<file path="config.mk">
export PLATFORM = sky130hd
export DESIGN_NAME = asr_ctrl
export DESIGN_NICKNAME = d
export VERILOG_FILES = /design/src/hw/asr_pkg.sv /design/src/hw/asr_ctrl.sv /design/src/hw/asr_timer.sv
export SDC_FILE = /design/constraint.sdc
export NUM_CORES = 1
export LEC_CHECK = 0
export ABC_AREA = 1
export BUFFER_PORTS_ARGS = -buffer_cell sky130_fd_sc_hd__buf_2
export CAP_MARGIN = 20
export CORE_MARGIN = 3
export CORE_UTILIZATION = 30
export CTS_CLUSTER_SIZE = 8
export DETAILED_ROUTE_END_ITERATION = 8
export REMOVE_ABC_BUFFERS = 1
export SLEW_MARGIN = 20
export SYNTH_ARGS = -nofsm -noshare
export SYNTH_HDL_FRONTEND = slang
export SYNTH_SLANG_ARGS = --single-unit
</file>
<file path="constraint.sdc">
create_clock -name clk -period 3.4 [get_ports clk]
set_input_delay 0.34 -clock clk [delete_from_list [all_inputs] [get_ports clk]]
set_output_delay 0.34 -clock clk [all_outputs]
set_load 0.05 [all_outputs]
</file>
<file path="src/hw/asr_pkg.sv">
//////////////////////////////////////////////////////////////////////////////
// Purpose: Shared constants for the asynchronous static RAM port controller
// Assumes: 10 MHz system clock; the slower speed grade is honoured throughout
// Notes:   Cycle counts derive from the printed times and the clock period
//////////////////////////////////////////////////////////////////////////////
package asr_pkg;

  localparam int CLK_PERIOD_NS = 100;
  localparam int ADDR_W        = 18;
  localparam int DATA_W        = 16;
  localparam int SYNC_DEPTH    = 2;

  // Least times; both grades are met by taking the slower figure
  localparam int WRITE_PULSE_WIDTH_NS    = 60;
  localparam int SELECT_TO_WRITE_END_NS  = 70;
  localparam int ADDRESS_TO_WRITE_END_NS = 70;
  localparam int DATA_TO_WRITE_END_NS    = 35;
  localparam int LANE_TO_WRITE_END_NS    = 70;
  // Longest device times the controller must wait out
  localparam int READ_ACCESS_NS          = 85;
  localparam int OUTPUT_ENABLE_ACCESS_NS = 45;
  localparam int WRITE_TO_OUTPUT_FLOAT_NS = 25;
  localparam int LANE_RELEASE_TO_FLOAT_NS = 25;
  localparam int OUTPUT_FLOAT_NS         = 25;

  function automatic int cyc_up(input int ns);
    int c;
    c = (ns + CLK_PERIOD_NS - 1) / CLK_PERIOD_NS;
    return (c < 1) ? 1 : c;
  endfunction : cyc_up

  localparam int WRITE_PULSE_CYC = cyc_up(WRITE_PULSE_WIDTH_NS);
  localparam int READ_ACCESS_CYC = cyc_up(READ_ACCESS_NS);
  localparam int FLOAT_CYC       = cyc_up(OUTPUT_FLOAT_NS);

  localparam logic [1:0] LANES_IDLE = 2'h3;

  typedef enum logic [2:0] {
    ASR_IDLE       = 3'h0,
    ASR_WR_SETUP   = 3'h1,
    ASR_WR_PULSE   = 3'h2,
    ASR_WR_END     = 3'h3,
    ASR_RD_ACCESS  = 3'h4,
    ASR_RD_CAPTURE = 3'h5,
    ASR_RD_FLOAT   = 3'h6
  } asr_state_t;

endpackage : asr_pkg

</file>
<file path="src/hw/asr_ctrl.sv">
//////////////////////////////////////////////////////////////////////////////
// Purpose: Host controller driving an asynchronous static RAM over its pins
// Assumes: One request at a time; req is only honoured while ready is high
// Notes:   Read data pins pass a two-stage synchroniser before capture
//
// Functional notes
// Write only while select and write enable low
// One lane writes a byte, both a word
// Memory ends write at first select/enable rise
// Width select low: memory ignores byte lanes
// Lane release ends write only when width high
// Memory drives only when selected and reading
// Read data valid within output enable access
// Address valid long enough before write end
// Select held low long enough before end
// Write pulse meets its least width
// Write data valid long enough before end
// Used lanes active long enough before end
// Memory floats outputs soon after write enable
// Memory stays quiet briefly after write end
// Released lanes float within their limit
// No data drive until memory has floated
//////////////////////////////////////////////////////////////////////////////
module asr_ctrl #(
  parameter int ADDR_W = asr_pkg::ADDR_W,
  parameter int DATA_W = asr_pkg::DATA_W
) (
  input  wire logic              clk,
  input  wire logic              rstn,
  input  wire logic              req,
  input  wire logic              req_write,
  input  wire logic [ADDR_W-1:0] req_addr,
  input  wire logic [DATA_W-1:0] req_wdata,
  input  wire logic [1:0]        req_lanes,
  input  wire logic              req_word_mode,
  output logic                   ready,
  output logic [DATA_W-1:0]      rdata,
  output logic                   rdata_valid,
  output logic [ADDR_W-1:0]      mem_addr,
  output logic                   sram_select_low_active,
  output logic                   sram_select_high_active,
  output logic                   mem_oe_n,
  output logic                   mem_we_n,
  output logic                   upper_byte_lane_n,
  output logic                   lower_byte_lane_n,
  output logic                   word_width_select,
  input  wire logic [DATA_W-1:0] dq_i,
  output logic [DATA_W-1:0]      dq_o,
  output logic                   dq_oe
);

  localparam int TW = 4;

  initial begin
    if (DATA_W != 16) $error("asr_ctrl serves a 16-bit data path only");
    if (asr_pkg::READ_ACCESS_CYC + asr_pkg::SYNC_DEPTH - 1 >= 2 ** TW) begin
      $error("asr_ctrl timer too narrow");
    end
    if (asr_pkg::FLOAT_CYC >= 2 ** TW) $error("asr_ctrl timer too narrow");
    if (asr_pkg::WRITE_PULSE_CYC >= 2 ** TW) $error("asr_ctrl timer too narrow");
  end

  ////////////////////////////////////////////////////////////////////////////
  // Pin input synchroniser
  logic [DATA_W-1:0] dq_meta_reg;
  logic [DATA_W-1:0] dq_sync_reg;

  always_ff @(posedge clk or negedge rstn) begin
    if (!rstn) begin
      dq_meta_reg <= '0;
      dq_sync_reg <= '0;
    end else begin
      dq_meta_reg <= dq_i;
      dq_sync_reg <= dq_meta_reg;
    end
  end

  ////////////////////////////////////////////////////////////////////////////
  // Phase timer
  logic          tmr_load;
  logic [TW-1:0] tmr_val;
  logic          tmr_done;

  asr_timer #(.W(TW)) u_timer (
    .clk      (clk),
    .rstn     (rstn),
    .load     (tmr_load),
    .load_val (tmr_val),
    .done     (tmr_done)
  );

  ////////////////////////////////////////////////////////////////////////////
  // Cycle sequencer
  asr_pkg::asr_state_t state_reg, state_next;
  logic [ADDR_W-1:0]   addr_reg, addr_next;
  logic [DATA_W-1:0]   dq_o_reg, dq_o_next;
  logic [DATA_W-1:0]   rdata_reg, rdata_next;
  logic [1:0]          lanes_n_reg, lanes_n_next;
  logic                dq_oe_reg, dq_oe_next;
  logic                sel_n_reg, sel_n_next;
  logic                sel_hi_reg, sel_hi_next;
  logic                oe_n_reg, oe_n_next;
  logic                we_n_reg, we_n_next;
  logic                width_reg, width_next;
  logic                ready_reg, ready_next;
  logic                rvalid_reg, rvalid_next;

  always_comb begin
    state_next   = state_reg;
    addr_next    = addr_reg;
    dq_o_next    = dq_o_reg;
    rdata_next   = rdata_reg;
    lanes_n_next = lanes_n_reg;
    dq_oe_next   = dq_oe_reg;
    sel_n_next   = sel_n_reg;
    sel_hi_next  = sel_hi_reg;
    oe_n_next    = oe_n_reg;
    we_n_next    = we_n_reg;
    width_next   = width_reg;
    rvalid_next  = 1'b0;
    tmr_load     = 1'b0;
    tmr_val      = '0;
    unique case (state_reg)
      asr_pkg::ASR_IDLE: begin
        if (req) begin
          addr_next   = req_addr;
          width_next  = req_word_mode;
          sel_n_next  = 1'b0;
          sel_hi_next = 1'b1;
          // No lane asked for means a full word
          lanes_n_next = (req_lanes == 2'h0) ? 2'h0 : ~req_lanes;
          if (req_write) begin
            dq_o_next  = req_wdata;
            dq_oe_next = 1'b1;
            state_next = asr_pkg::ASR_WR_SETUP;
          end else begin
            oe_n_next  = 1'b0;
            tmr_load   = 1'b1;
            tmr_val    = TW'(asr_pkg::READ_ACCESS_CYC + asr_pkg::SYNC_DEPTH - 1);
            state_next = asr_pkg::ASR_RD_ACCESS;
          end
        end
      end
      asr_pkg::ASR_WR_SETUP: begin
        // Select, lanes, address and data settle one cycle ahead of the pulse
        we_n_next  = 1'b0;
        tmr_load   = 1'b1;
        tmr_val    = TW'(asr_pkg::WRITE_PULSE_CYC - 1);
        state_next = asr_pkg::ASR_WR_PULSE;
      end
      asr_pkg::ASR_WR_PULSE: begin
        if (tmr_done) begin
          // Write always ends on enable, never on lanes, whatever the width
          we_n_next  = 1'b1;
          state_next = asr_pkg::ASR_WR_END;
        end
      end
      asr_pkg::ASR_WR_END: begin
        sel_n_next   = 1'b1;
        sel_hi_next  = 1'b0;
        lanes_n_next = asr_pkg::LANES_IDLE;
        dq_oe_next   = 1'b0;
        state_next   = asr_pkg::ASR_IDLE;
      end
      asr_pkg::ASR_RD_ACCESS: begin
        if (tmr_done) begin
          state_next = asr_pkg::ASR_RD_CAPTURE;
        end
      end
      asr_pkg::ASR_RD_CAPTURE: begin
        rdata_next   = dq_sync_reg;
        rvalid_next  = 1'b1;
        oe_n_next    = 1'b1;
        sel_n_next   = 1'b1;
        sel_hi_next  = 1'b0;
        lanes_n_next = asr_pkg::LANES_IDLE;
        // Memory may still drive for its float time after release
        tmr_load     = 1'b1;
        tmr_val      = TW'(asr_pkg::FLOAT_CYC - 1);
        state_next   = asr_pkg::ASR_RD_FLOAT;
      end
      asr_pkg::ASR_RD_FLOAT: begin
        if (tmr_done) begin
          state_next = asr_pkg::ASR_IDLE;
        end
      end
      default: begin
        state_next = asr_pkg::ASR_IDLE;
      end
    endcase
    ready_next = (state_next == asr_pkg::ASR_IDLE);
  end

  always_ff @(posedge clk or negedge rstn) begin
    if (!rstn) begin
      state_reg   <= asr_pkg::ASR_IDLE;
      addr_reg    <= '0;
      dq_o_reg    <= '0;
      rdata_reg   <= '0;
      lanes_n_reg <= asr_pkg::LANES_IDLE;
      dq_oe_reg   <= 1'b0;
      sel_n_reg   <= 1'b1;
      sel_hi_reg  <= 1'b0;
      oe_n_reg    <= 1'b1;
      we_n_reg    <= 1'b1;
      width_reg   <= 1'b1;
      ready_reg   <= 1'b1;
      rvalid_reg  <= 1'b0;
    end else begin
      state_reg   <= state_next;
      addr_reg    <= addr_next;
      dq_o_reg    <= dq_o_next;
      rdata_reg   <= rdata_next;
      lanes_n_reg <= lanes_n_next;
      dq_oe_reg   <= dq_oe_next;
      sel_n_reg   <= sel_n_next;
      sel_hi_reg  <= sel_hi_next;
      oe_n_reg    <= oe_n_next;
      we_n_reg    <= we_n_next;
      width_reg   <= width_next;
      ready_reg   <= ready_next;
      rvalid_reg  <= rvalid_next;
    end
  end

  assign mem_addr                = addr_reg;
  assign sram_select_low_active  = sel_n_reg;
  assign sram_select_high_active = sel_hi_reg;
  assign mem_oe_n                = oe_n_reg;
  assign mem_we_n                = we_n_reg;
  assign upper_byte_lane_n       = lanes_n_reg[1];
  assign lower_byte_lane_n       = lanes_n_reg[0];
  assign word_width_select       = width_reg;
  assign dq_o                    = dq_o_reg;
  assign dq_oe                   = dq_oe_reg;
  assign rdata                   = rdata_reg;
  assign rdata_valid             = rvalid_reg;
  assign ready                   = ready_reg;
endmodule : asr_ctrl

</file>
<file path="src/hw/asr_timer.sv">
//////////////////////////////////////////////////////////////////////////////
// Purpose: Loadable down-counter pacing the write pulse, read access and float phases of a memory cycle
// Assumes: load and value come from logic on the same clock
// Notes:   done is high while the count stands at zero
//////////////////////////////////////////////////////////////////////////////
module asr_timer #(
  parameter int W = 4
) (
  input  wire logic         clk,
  input  wire logic         rstn,
  input  wire logic         load,
  input  wire logic [W-1:0] load_val,
  output logic              done
);

  logic [W-1:0] count_reg;
  logic [W-1:0] count_next;

  initial begin
    if (W < 1) $error("asr_timer width must be at least one");
  end

  always_comb begin
    count_next = count_reg;
    if (load) begin
      count_next = load_val;
    end else if (count_reg != '0) begin
      count_next = count_reg - W'(1);
    end
  end

  always_ff @(posedge clk or negedge rstn) begin
    if (!rstn) begin
      count_reg <= '0;
    end else begin
      count_reg <= count_next;
    end
  end

  assign done = (count_reg == '0);

endmodule : asr_timer

</file>
==> summary.txt, run 1 <==
PnR worst setup slack: 1.564 ns
dominant cell type by area after synthesis: dfrtp_1
fraction of layout cells with a size suffix above 1: 32.46%
Largest register FFs: 18
Final Cycle Share: 54.01%
Die ar.: 0.01291 mm2
Worst-path clk slew: 0.07 ns
post-CTS setup buffers: 0
Final Net Count: 509
number of hold buffers added after CTS: 0
synth top area cells: dfrtp_1 (66%), nand2_1 (17%), dfstp_2 (5.3%), nand3_1 (3.2%), inv_1 (1.2%)
Cells after Synth: 333
Initial Util: 31.36%
run status: completed
RSZ-0062 raised after global routing: no
Final HPWL DP: 5.296 mm
worst-skew pair later-pin latency: 0.34 ns
pin count of the biggest net entering global routing: 88
Final Hold Fails: 0
setup TNS: 0 ns
vias in the first global route: 2544
antenna violations before repair: 0
Worst Tran Pin Value: 0.7997 ns
top-level port count: 117
Clock Tree Root: clkbuf_16
total of max-cap violations: 0
routed via count: 2544
CTS tree: done
CTS resizes: 0
Placement Setup Slack: 1.546 ns
post-synth top area share: 66.26%
antenna cells: 0
Slew HR: 46.56%
CP Data Required Time: 3.68 ns
Remaining Overflow, GRT: 0
Critical R2R Launch: state_reg[1]$_DFF_PN0_
drt pass-1 iters: 4
synthesized area: 0.003475 mm2
Die X: 113.6 um
Layout area overhead: 29.78%
gr usage total: 12.39%
first-pass GRT wire length: 12.53 mm
Max VDD drop: 0.0005066 V
hold crit path type: in -> async
Core Rows: 38
kind of critical path: reg -> reg
Setup crit end kind: flip-flop
drt via density: 4.268
PwrDens: 1141 mW/mm2
Reg2Reg Capture Point: dq_o[14]$_DFFE_PN0P_
most frequent cells in the layout: nand2_1 (160), buf_2 (115), dfrtp_1 (92), nand3_1 (22)
Leak Pwr: 2.506 nW
initial DRC count: 150
post-synthesis sequential area ratio: 71.55%
final WL: 7.484 mm
drt wl/cell: 12.56 um
FF-to-FF path depth: 6
Yosys reg bits: 99
CTS max path bufs: 2
Final min period: 1.836 ns
Pins Over Slew Limit: 0
WP data arrival: 2.12 ns
cts bufs inserted: 9
Setup crit start kind: flip-flop
Remaining DRCs: 0
H-tree depth: 3
r2r setup slk: 1.56 ns
worst-path fanout max: 21
Die Height: 113.6 um
Synth Warn #: 0
core area: 0.01108 mm2
fmax: 0.5446 GHz
final setup violating endpoints: 0
Port Buffers: 116
Sink Count: 99
commonest non-fill, non-tap cell in the layout: nand2_1
clk_skew: 0.007343 ns
global placement routability congestion: 0.7940
Synth cell types: 23
syn avg cell area: 10.43 um2
ANT nets after route: 0
[layout make-up]
type,instances,area (um2)
clock buffers,9,225.2
fillers,1102,6569
inverters,14,52.55
multi-input cells,209,873.3
flip-flops and latches,99,2486
clock inverters,7,95.09
well taps,140,175.2
repair buffers,118,601.8
[worst max-delay path, stage by stage, from the launching register on]
cell,delay (ns)
dfrtp_1,0.41
inv_2,0.07
nand2_1,0.11
nor3_4,0.61
buf_4,0.37
nand3_1,0.11
nand2_1,0.08
[synth_stat cells (all sizes together)]
| cell type | number |
|---|---|
| nor2 | 12 |
| nor3 | 3 |
| o21ai | 2 |
| xnor2 | 1 |
| ha | 1 |
| buf | 8 |
| dfstp | 7 |
| inv | 14 |
| nand3 | 22 |
| clkbuf | 3 |
| dfrtp | 92 |
| nand2 | 161 |
| xor2 | 1 |
| a21oi | 4 |
| nand4 | 1 |
| o21a | 1 |
[kinds of logic after synthesis]
group                      Yosys count  share of synthesized area (%)
buffers and inverters               25                          3.313
adders and majority gates            1                         0.3600
AOI/OAI and AO/OA                    7                          1.188
xor gates and xnor gates             2                         0.5042
and+or+nand+nor                    199                          23.08
DFF                                 99                          71.55
[per-stage QoR]
step / instances / total power [mW] / instance area (um2) / hold slack (ns) / utilization [%]
after floorplan: 322 / 3.535 / 3412 / 0.04441 / -
after global placement: 580 / 4.102 / 4185 / 0.3316 / 37.78
after detailed placement: 580 / 4.145 / 4185 / 0.3347 / 37.78
after CTS: 596 / 5.224 / 4506 / 0.08615 / 40.67
after global routing: 596 / 5.471 / 4509 / 0.07703 / 40.70
final: 596 / 5.146 / 4509 / 0.03761 / 40.70
[report_power, final]
part / internal [mW] / total [mW] / leakage, nW / switching (mW)
sequential: 1.59 / 1.81 / 1.20 / 0.217
combinational: 0.503 / 2.28 / 1.15 / 1.78
clock: 0.591 / 1.05 / 0.156 / 0.461
total: 2.69 / 5.15 / 2.51 / 2.46
[worst max-delay path by stage]
stage / start / end / slack, ns / depth (start not counted)
2_1_floorplan: state_reg[1]$_DFF_PN0_ / ready$_DFF_PN1_ / 1.64 / 6
5_1_grt: state_reg[1]$_DFF_PN0_ / ready$_DFF_PN1_ / 1.34 / 6
4_1_cts: state_reg[1]$_DFF_PN0_ / ready$_DFF_PN1_ / 1.53 / 6
6_report: state_reg[1]$_DFF_PN0_ / dq_o[14]$_DFFE_PN0P_ / 1.56 / 6
3_3_place_gp: state_reg[1]$_DFF_PN0_ / ready$_DFF_PN1_ / 1.60 / 6
3_5_place_dp: state_reg[1]$_DFF_PN0_ / ready$_DFF_PN1_ / 1.55 / 6
[metal layers]
metal / global-route usage, % / part of all wire (%)
met2: 19.28 / 48
met4: 6.571 / 2.3
met5: 0 / 0
met3: 2.599 / 5.9
met1: 16.28 / 44
Note: power is estimated with default switching activity, not from simulation.
==> run 2, diff against run 1 <==
--- a/config.mk
+++ b/config.mk
@@ -5,7 +5,7 @@
 export SDC_FILE = /design/constraint.sdc
 export NUM_CORES = 1
 export LEC_CHECK = 0
-export ABC_AREA = 1
+export ABC_AREA = 0
 export BUFFER_PORTS_ARGS = -buffer_cell sky130_fd_sc_hd__buf_2
 export CAP_MARGIN = 20
 export CORE_MARGIN = 3
==> constraint.sdc (replaced) <==
create_clock -name clk -period 1.5 [get_ports clk]
set_input_delay 0.15 -clock clk [delete_from_list [all_inputs] [get_ports clk]]
set_output_delay 0.15 -clock clk [all_outputs]
set_load 0.05 [all_outputs]
==> run 2 against run 1 <==
Global-route usage grew 0.11 points. Hold slack worse by 0.024 ns. First-iteration DRC count decreased by 29%. Combinational power increased by 150%. Die area is 0.17% higher. Total power rose by 140%. Final cell count fell by 4.9%. Clock power rose by 140%. Synthesized cell count fell by 25%. Utilization increased by 5.9 points. Sequential cell count did not move. Register-to-register slack got worse by 1.6 ns.
==> summary.txt, run 2 <==
run status: completed
PwrDens: 2379 mW/mm2 (+110%)
Die ar.: 0.01293 mm2 (+0.17%)
fraction of layout cells with a size suffix above 1: 47.89% (+15 points)
post-synth top area share: 66.14% (-0.12 points)
WP data arrival: 1.71 ns (-0.41 ns)
ANT nets after route: 0 (unchanged)
Setup crit start kind: flip-flop
Initial Util: 31.42% (+0.056 points)
H-tree depth: 3 (unchanged)
CP Data Required Time: 1.72 ns (-1.96 ns)
commonest non-fill, non-tap cell in the layout: buf_2
Pins Over Slew Limit: 0 (unchanged)
Synth cell types: 32 (+39%)
Core Rows: 38 (unchanged)
gr usage total: 12.50% (+0.11 points)
clk_skew: 0.005783 ns (-0.001560 ns)
Largest register FFs: 18 (unchanged)
vias in the first global route: 2640 (+3.8%)
dominant cell type by area after synthesis: dfrtp_1
Die Height: 113.7 um (about the same)
Port Buffers: 116 (unchanged)
pin count of the biggest net entering global routing: 43 (-51%)
Worst Tran Pin Value: 0.4278 ns (-0.3718 ns)
kind of critical path: reg -> reg
routed via count: 2466 (-3.1%)
EDFF count, synth: 0 (unchanged)
cts bufs inserted: 9 (unchanged)
Setup crit end kind: flip-flop
Remaining DRCs: 0 (unchanged)
Max VDD drop: 0.001483 V (+190%)
CTS tree: done
Slew HR: 71.48% (+25 points)
top-level port count: 117 (unchanged)
synth top area cells: dfrtp_1 (66%), mux2_2 (7.8%), nand2_1 (6.7%), dfstp_2 (5.3%), mux2_4 (3.9%)
top_reg_cell synth: dfrtp_1
antenna violations before repair: 1 (+1)
Worst-path clk slew: 0.07 ns (about the same)
Cells after Synth: 250 (-25%)
top-count cell post-synth: dfrtp_1
Final Cycle Share: 99.56% (+46 points)
most frequent cells in the layout: buf_2 (115), dfrtp_1 (90), nand2_1 (62), dlygate4sd3_1 (30), mux2_2 (23)
Layout area overhead: 48.20%
Yosys reg bits: 99 (unchanged)
Leak Pwr: 2.588 nW (+3.2%)
Sink Count: 99 (unchanged)
CTS max path bufs: 2 (unchanged)
drt via density: 4.349 (+1.9%)
synth cell count leaders: dfrtp_1 (92), nand2_1 (62), mux2_2 (24), mux2_4 (9), dfstp_2 (7)
Synth Warn #: 0 (unchanged)
fin util: 46.57% (+5.9 points)
synthesized area: 0.003481 mm2 (+0.18%)
Remaining Overflow, GRT: 0 (unchanged)
CP startpoint: state_reg[0]$_DFF_PN0_
drt pass-1 iters: 4 (unchanged)
Final Net Count: 479 (-5.9%)
first-pass GRT wire length: 12.65 mm (+0.93%)
Die X: 113.7 um (about the same)
Clock Tree Root: clkbuf_16
hold crit path type: in -> reg
Final min period: 1.493 ns (-0.3429 ns)
total of max-cap violations: 0 (unchanged)
RSZ-0062 raised after global routing: yes
hold path start: req_addr[15]
worst-skew pair later-pin latency: 0.34 ns (about the same)
post-synthesis sequential area ratio: 71.42% (-0.13 points)
initial DRC count: 107 (-29%)
core area: 0.01108 mm2 (unchanged)
worst-path fanout max: 9 (-57%)
syn avg cell area: 13.92 um2 (+33%)
final setup violating endpoints: 0 (unchanged)
global placement routability congestion: 0.7357 (-7.3%)
Critical R2R Launch: state_reg[0]$_DFF_PN0_
final WL: 7.906 mm (+5.6%)
Final Hold Fails: 0 (unchanged)
Final HPWL DP: 5.140 mm (-2.9%)
drt wl/cell: 13.94 um (+11%)
asr flop ratio synth: 100.0% (unchanged)
setup TNS: 0 ns (unchanged)
fmax: 0.6696 GHz (+23%)
## run 2: worst paths after layout
| kind | slack [ns] | endpoint | cells after the start |
|---|---|---|---|
| worst max-delay path | 0.007 | rdata[6]$_DFFE_PN0N_ | 5 |
| worst min-delay path | 0.01 | mem_addr[15]$_DFFE_PN0P_ | 3 |
| worst max register to register | 0.007 | rdata[6]$_DFFE_PN0N_ | 5 |
| worst min register to register | 0.35 | dq_sync_reg[15]$_DFF_PN0_ | 0 |
| max in group asynchronous | 0.58 | word_width_select$_DFFE_PN1P_ | 3 |
| min in group asynchronous | 0.29 | mem_addr[1]$_DFFE_PN0P_ | 2 |
## run 2: power by group
group	switching [mW]	internal, mW
combinational	3.91	1.74
clock	0.969	1.56
sequential	0.480	3.62
total	5.36	6.92
## run 2: cell families (layout without fill, tap and decap cells)
| logic type | count (synthesis) | after routing | synth area share [%] |
|---|---|---|---|
| AND/OR/NAND/NOR | 81 | 83 | 10.64 |
| buffers and inverters | 15 | 189 | 1.977 |
| multiplexers | 34 | 34 | 11.93 |
| XOR/XNOR | 2 | 2 | 0.5033 |
| adder cells (fa/ha/maj) | 1 | 1 | 0.3594 |
| AO/OA/AOI/OAI | 18 | 18 | 3.163 |
| other | 0 | 1 | 0 |
| flip-flops | 99 | 99 | 71.42 |
## run 2: layout make-up
cell class | count | area, um2
timing repair buffer | 167 | 1132
multi-input combinational | 138 | 1001
clock inverter | 5 | 83.83
antenna | 1 | 2.502
fill | 1026 | 5919
sequential | 99 | 2489
inverter | 6 | 22.52
clock buffer | 11 | 252.7
tap | 140 | 175.2
## run 2: through the flow
stage,instances,setup slack [ns],total power [mW],hold slack (ns),area [um2]
finish,567,0.006533,12.27,0.01361,5159
floorplan,241,-0.6040,8.087,-0.1456,3435
CTS,560,0.004405,12.22,0.002520,4999
global route,567,-0.03311,12.93,0.01846,5159
global placement,511,0.009335,9.412,0.1246,4323
detailed placement,511,-0.03487,9.525,0.1262,4323
## run 2: metal layers
| layer | vias to the layer above | wire length [um] | GRT usage (%) |
|---|---|---|---|
| met5 | - | 0 | 0 |
| met3 | 15 | 506 | 3.767 |
| met2 | 84 | 3996 | 21.59 |
| met4 | 0 | 200 | 5.288 |
| li1 | 1163 | - | - |
| met1 | 1204 | 3203 | 14.38 |
## run 2: critical path, stage by stage, from the launching register on
cell       delay [ns]
dfrtp_2          0.45
buf_6            0.15
and2b_1          0.19
nand2_4          0.10
clkbuf_16        0.16
mux2_2           0.32
## run 2: timing repair
| item | 4_1_cts | 5_1_grt |
|---|---|---|
| hold buffers | 30 | 0 |
| endpoints found under the setup margin | 50 | 52 |
| setup buffers | 2 | 3 |
| pin swaps | 2 | 3 |
| resized for setup | 5 | 16 |
| cloned | 1 | 3 |
| endpoints found under the hold margin | 51 | 0 |
==> run 3, diff against run 2 <==
--- a/config.mk
+++ b/config.mk
@@ -8,6 +8,7 @@
 export ABC_AREA = 0
 export BUFFER_PORTS_ARGS = -buffer_cell sky130_fd_sc_hd__buf_2
 export CAP_MARGIN = 20
+export CORE_ASPECT_RATIO = 0.5
 export CORE_MARGIN = 3
 export CORE_UTILIZATION = 30
 export CTS_CLUSTER_SIZE = 8
==> run 3 against run 2 <==
The flow now finishes with violations (setup timing). Clock power shrank 6%. Register-to-register slack worse by 0.02 ns. Highest routed layer unchanged. Count of clock-buffer cells in the layout is 1 lower. First-iteration DRC count is 21% lower. Fmax decreased by 1.4%.
==> summary.txt, run 3 (synthesized netlist as in run 2, its figures left out) <==
Clock Tree Root: clkbuf_16
Layout area overhead: 50.90%
Worst Hold Endpoint: mem_addr[8]$_DFFE_PN0P_
ANT nets after route: 0 (unchanged)
final WL: 8.047 mm (+1.8%)
antenna cells: 0 (-1)
RSZ-0062 raised after global routing: yes
drt via density: 4.226 (-2.8%)
hold path depth: 3 (unchanged)
run status: finished with violations
Sink Count: 99 (unchanged)
vias in the first global route: 2356 (-11%)
r2r setup slk: -0.02 ns (-0.02 ns)
worst-skew pair later-pin latency: 0.34 ns (about the same)
max incr delay on CP: 0.40 ns (-0.05 ns)
most used cell along the critical path: buf_6
Final Net Count: 483 (+0.84%)
Worst Tran Pin Value: 0.4594 ns (+0.03152 ns)
pin count of the biggest net entering global routing: 37 (-14%)
Initial Util: 31.22% (-0.20 points)
Largest register FFs: 18 (unchanged)
fraction of layout cells with a size suffix above 1: 49.53% (+1.6 points)
crit-path cells: buf_6, and2b_1, nand2_2, buf_6, clkbuf_16, mux2_2
gr usage total: 11.23% (-1.3 points)
failing checks: setup timing
Final min period: 1.515 ns (+0.02154 ns)
cts bufs inserted: 9 (unchanged)
Die ar.: 0.01301 mm2 (+0.61%)
initial DRC count: 85 (-21%)
hold crit path type: in -> reg
drt pass-1 iters: 4 (unchanged)
PwrDens: 2365 mW/mm2 (-0.60%)
CP Data Required Time: 1.72 ns (about the same)
Setup crit start kind: flip-flop
Port Buffers: 116 (unchanged)
PnR worst setup slack: -0.01501 ns (-0.02154 ns)
FF-to-FF path depth: 6 (+1)
Final Cycle Share: 101.0% (+1.4 points)
Pins Over Slew Limit: 0 (unchanged)
CTS max path bufs: 2 (unchanged)
Remaining DRCs: 0 (unchanged)
most frequent cells in the layout: buf_2 (115), dfrtp_1 (92), nand2_1 (61), dlygate4sd3_1 (25), mux2_4 (22)
Die Height: 82.17 um (-28%)
drt wl/cell: 13.99 um (+0.37%)
total of max-cap violations: 0 (unchanged)
final instance area: 0.005253 mm2 (+1.8%)
top-level port count: 117 (unchanged)
Core Rows: 27 (-29%)
Remaining Overflow, GRT: 0 (unchanged)
Fillers: 1001 (-2.4%)
WP data arrival: 1.74 ns (+0.03 ns)
core area: 0.01115 mm2 (+0.63%)
Final Hold Fails: 0 (unchanged)
antenna violations before repair: 0 (-1)
Setup crit end kind: flip-flop
Worst-path clk slew: 0.07 ns (about the same)
routed via count: 2430 (-1.5%)
first-pass GRT wire length: 11.56 mm (-8.6%)
Slew HR: 69.38% (-2.1 points)
setup TNS: -0.03277 ns (-0.03277 ns)
final setup violating endpoints: 3 (+3)
Critical R2R Launch: state_reg[0]$_DFF_PN0_
Max VDD drop: 0.0007657 V (-48%)
Final HPWL DP: 5.149 mm (+0.18%)
WP buf/inv: 3 (+1)
Die X: 158.3 um (+39%)
placed cell area: 0.004329 mm2 (+0.14%)
clk_skew: 0.008603 ns (+0.002820 ns)
Reg2Reg Capture Point: rdata[6]$_DFFE_PN0N_
worst-path fanout max: 4 (-5)
CP startpoint: state_reg[0]$_DFF_PN0_
hold path start: req_addr[8]
Placement Setup Slack: -0.006642 ns (+0.02822 ns)
fmax: 0.6601 GHz (-1.4%)
Leak Pwr: 2.708 nW (+4.7%)
kind of critical path: reg -> reg
global placement routability congestion: 0.7636 (+3.8%)
Hold Worst Slack: 0.01043 ns (-0.003180 ns)
cell family with most CP delay: flip-flops
CP max stage cell: dfrtp_1
commonest non-fill, non-tap cell in the layout: buf_2
H-tree depth: 3 (unchanged)
CTS tree: done
[run 3: changes by cell type in the layout (fill, tap and decap cells not counted), sizes merged, moves of 2 or more]
| cell | delta |
|---|---|
| buf | +8 |
| clkinv | +2 |
| clkinvlp | -2 |
| inv | +2 |
| dlygate4sd3 | -5 |
[run 3: timing repair]
item,4_1_cts,5_1_grt
endpoints found under the setup margin,3,52
hold buffers,25,0
pin swaps,0,6
resized for setup,1,38
cloned,0,5
hold endpoints to repair,51,0
buffers inserted,1,12
[run 3: cell type report]
class,instances,area (um2),area share (%)
clock buffers,10,229.0,4.359
inverters,6,22.52,0.4288
well taps,145,181.4,3.454
repair buffers,171,1207,22.99
clock inverters,6,82.58,1.572
flip-flops and latches,99,2486,47.33
multi-input cells,138,1044,19.87
[run 3: routing by layer]
layer / global-route usage (%) / vias up / share of wire (%)
li1: - / 1170 / -
met1: 13.82 / 1210 / 44
met2: 20.00 / 44 / 53
met3: 2.655 / 6 / 3.0
met4: 3.348 / 0 / 0.61
met5: 0 / - / 0
[run 3: metrics by stage]
| stage | utilization, % | std cells | power, mW |
|---|---|---|---|
| 2_1_floorplan | - | 241 | 8.087 |
| 3_3_place_gp | 38.83 | 516 | 9.443 |
| 3_5_place_dp | 38.83 | 516 | 9.531 |
| 4_1_cts | 43.98 | 558 | 12.01 |
| 5_1_grt | 47.12 | 575 | 13.08 |
| 6_report | 47.12 | 575 | 12.42 |
[run 3: tightest hold or removal path, stage by stage]
cell and delay (ns):
buf_2 0.07, nand2_1 0.04, nand2_1 0.05
[run 3: where the power goes]
| part | internal [mW] | switching [mW] | leakage (nW) |
|---|---|---|---|
| registers | 3.61 | 0.492 | 1.18 |
| logic | 1.94 | 3.99 | 1.37 |
| clock network | 1.34 | 1.04 | 0.154 |
[run 3: how the worst max path moves through the flow]
| stage | endpoint | cells after the start | slack [ns] |
|---|---|---|---|
| detailed placement | lanes_n_reg[1]$_DFFE_PN1P_ | 4 | -0.007 |
| global placement | rdata[15]$_DFFE_PN0N_ | 5 | 0.04 |
| floorplan | dq_o[0]$_DFFE_PN0P_ | 3 | -0.60 |
| CTS | lanes_n_reg[1]$_DFFE_PN1P_ | 4 | -0.02 |
| global route | lanes_n_reg[1]$_DFFE_PN1P_ | 6 | -0.08 |
| finish | rdata[6]$_DFFE_PN0N_ | 6 | -0.02 |
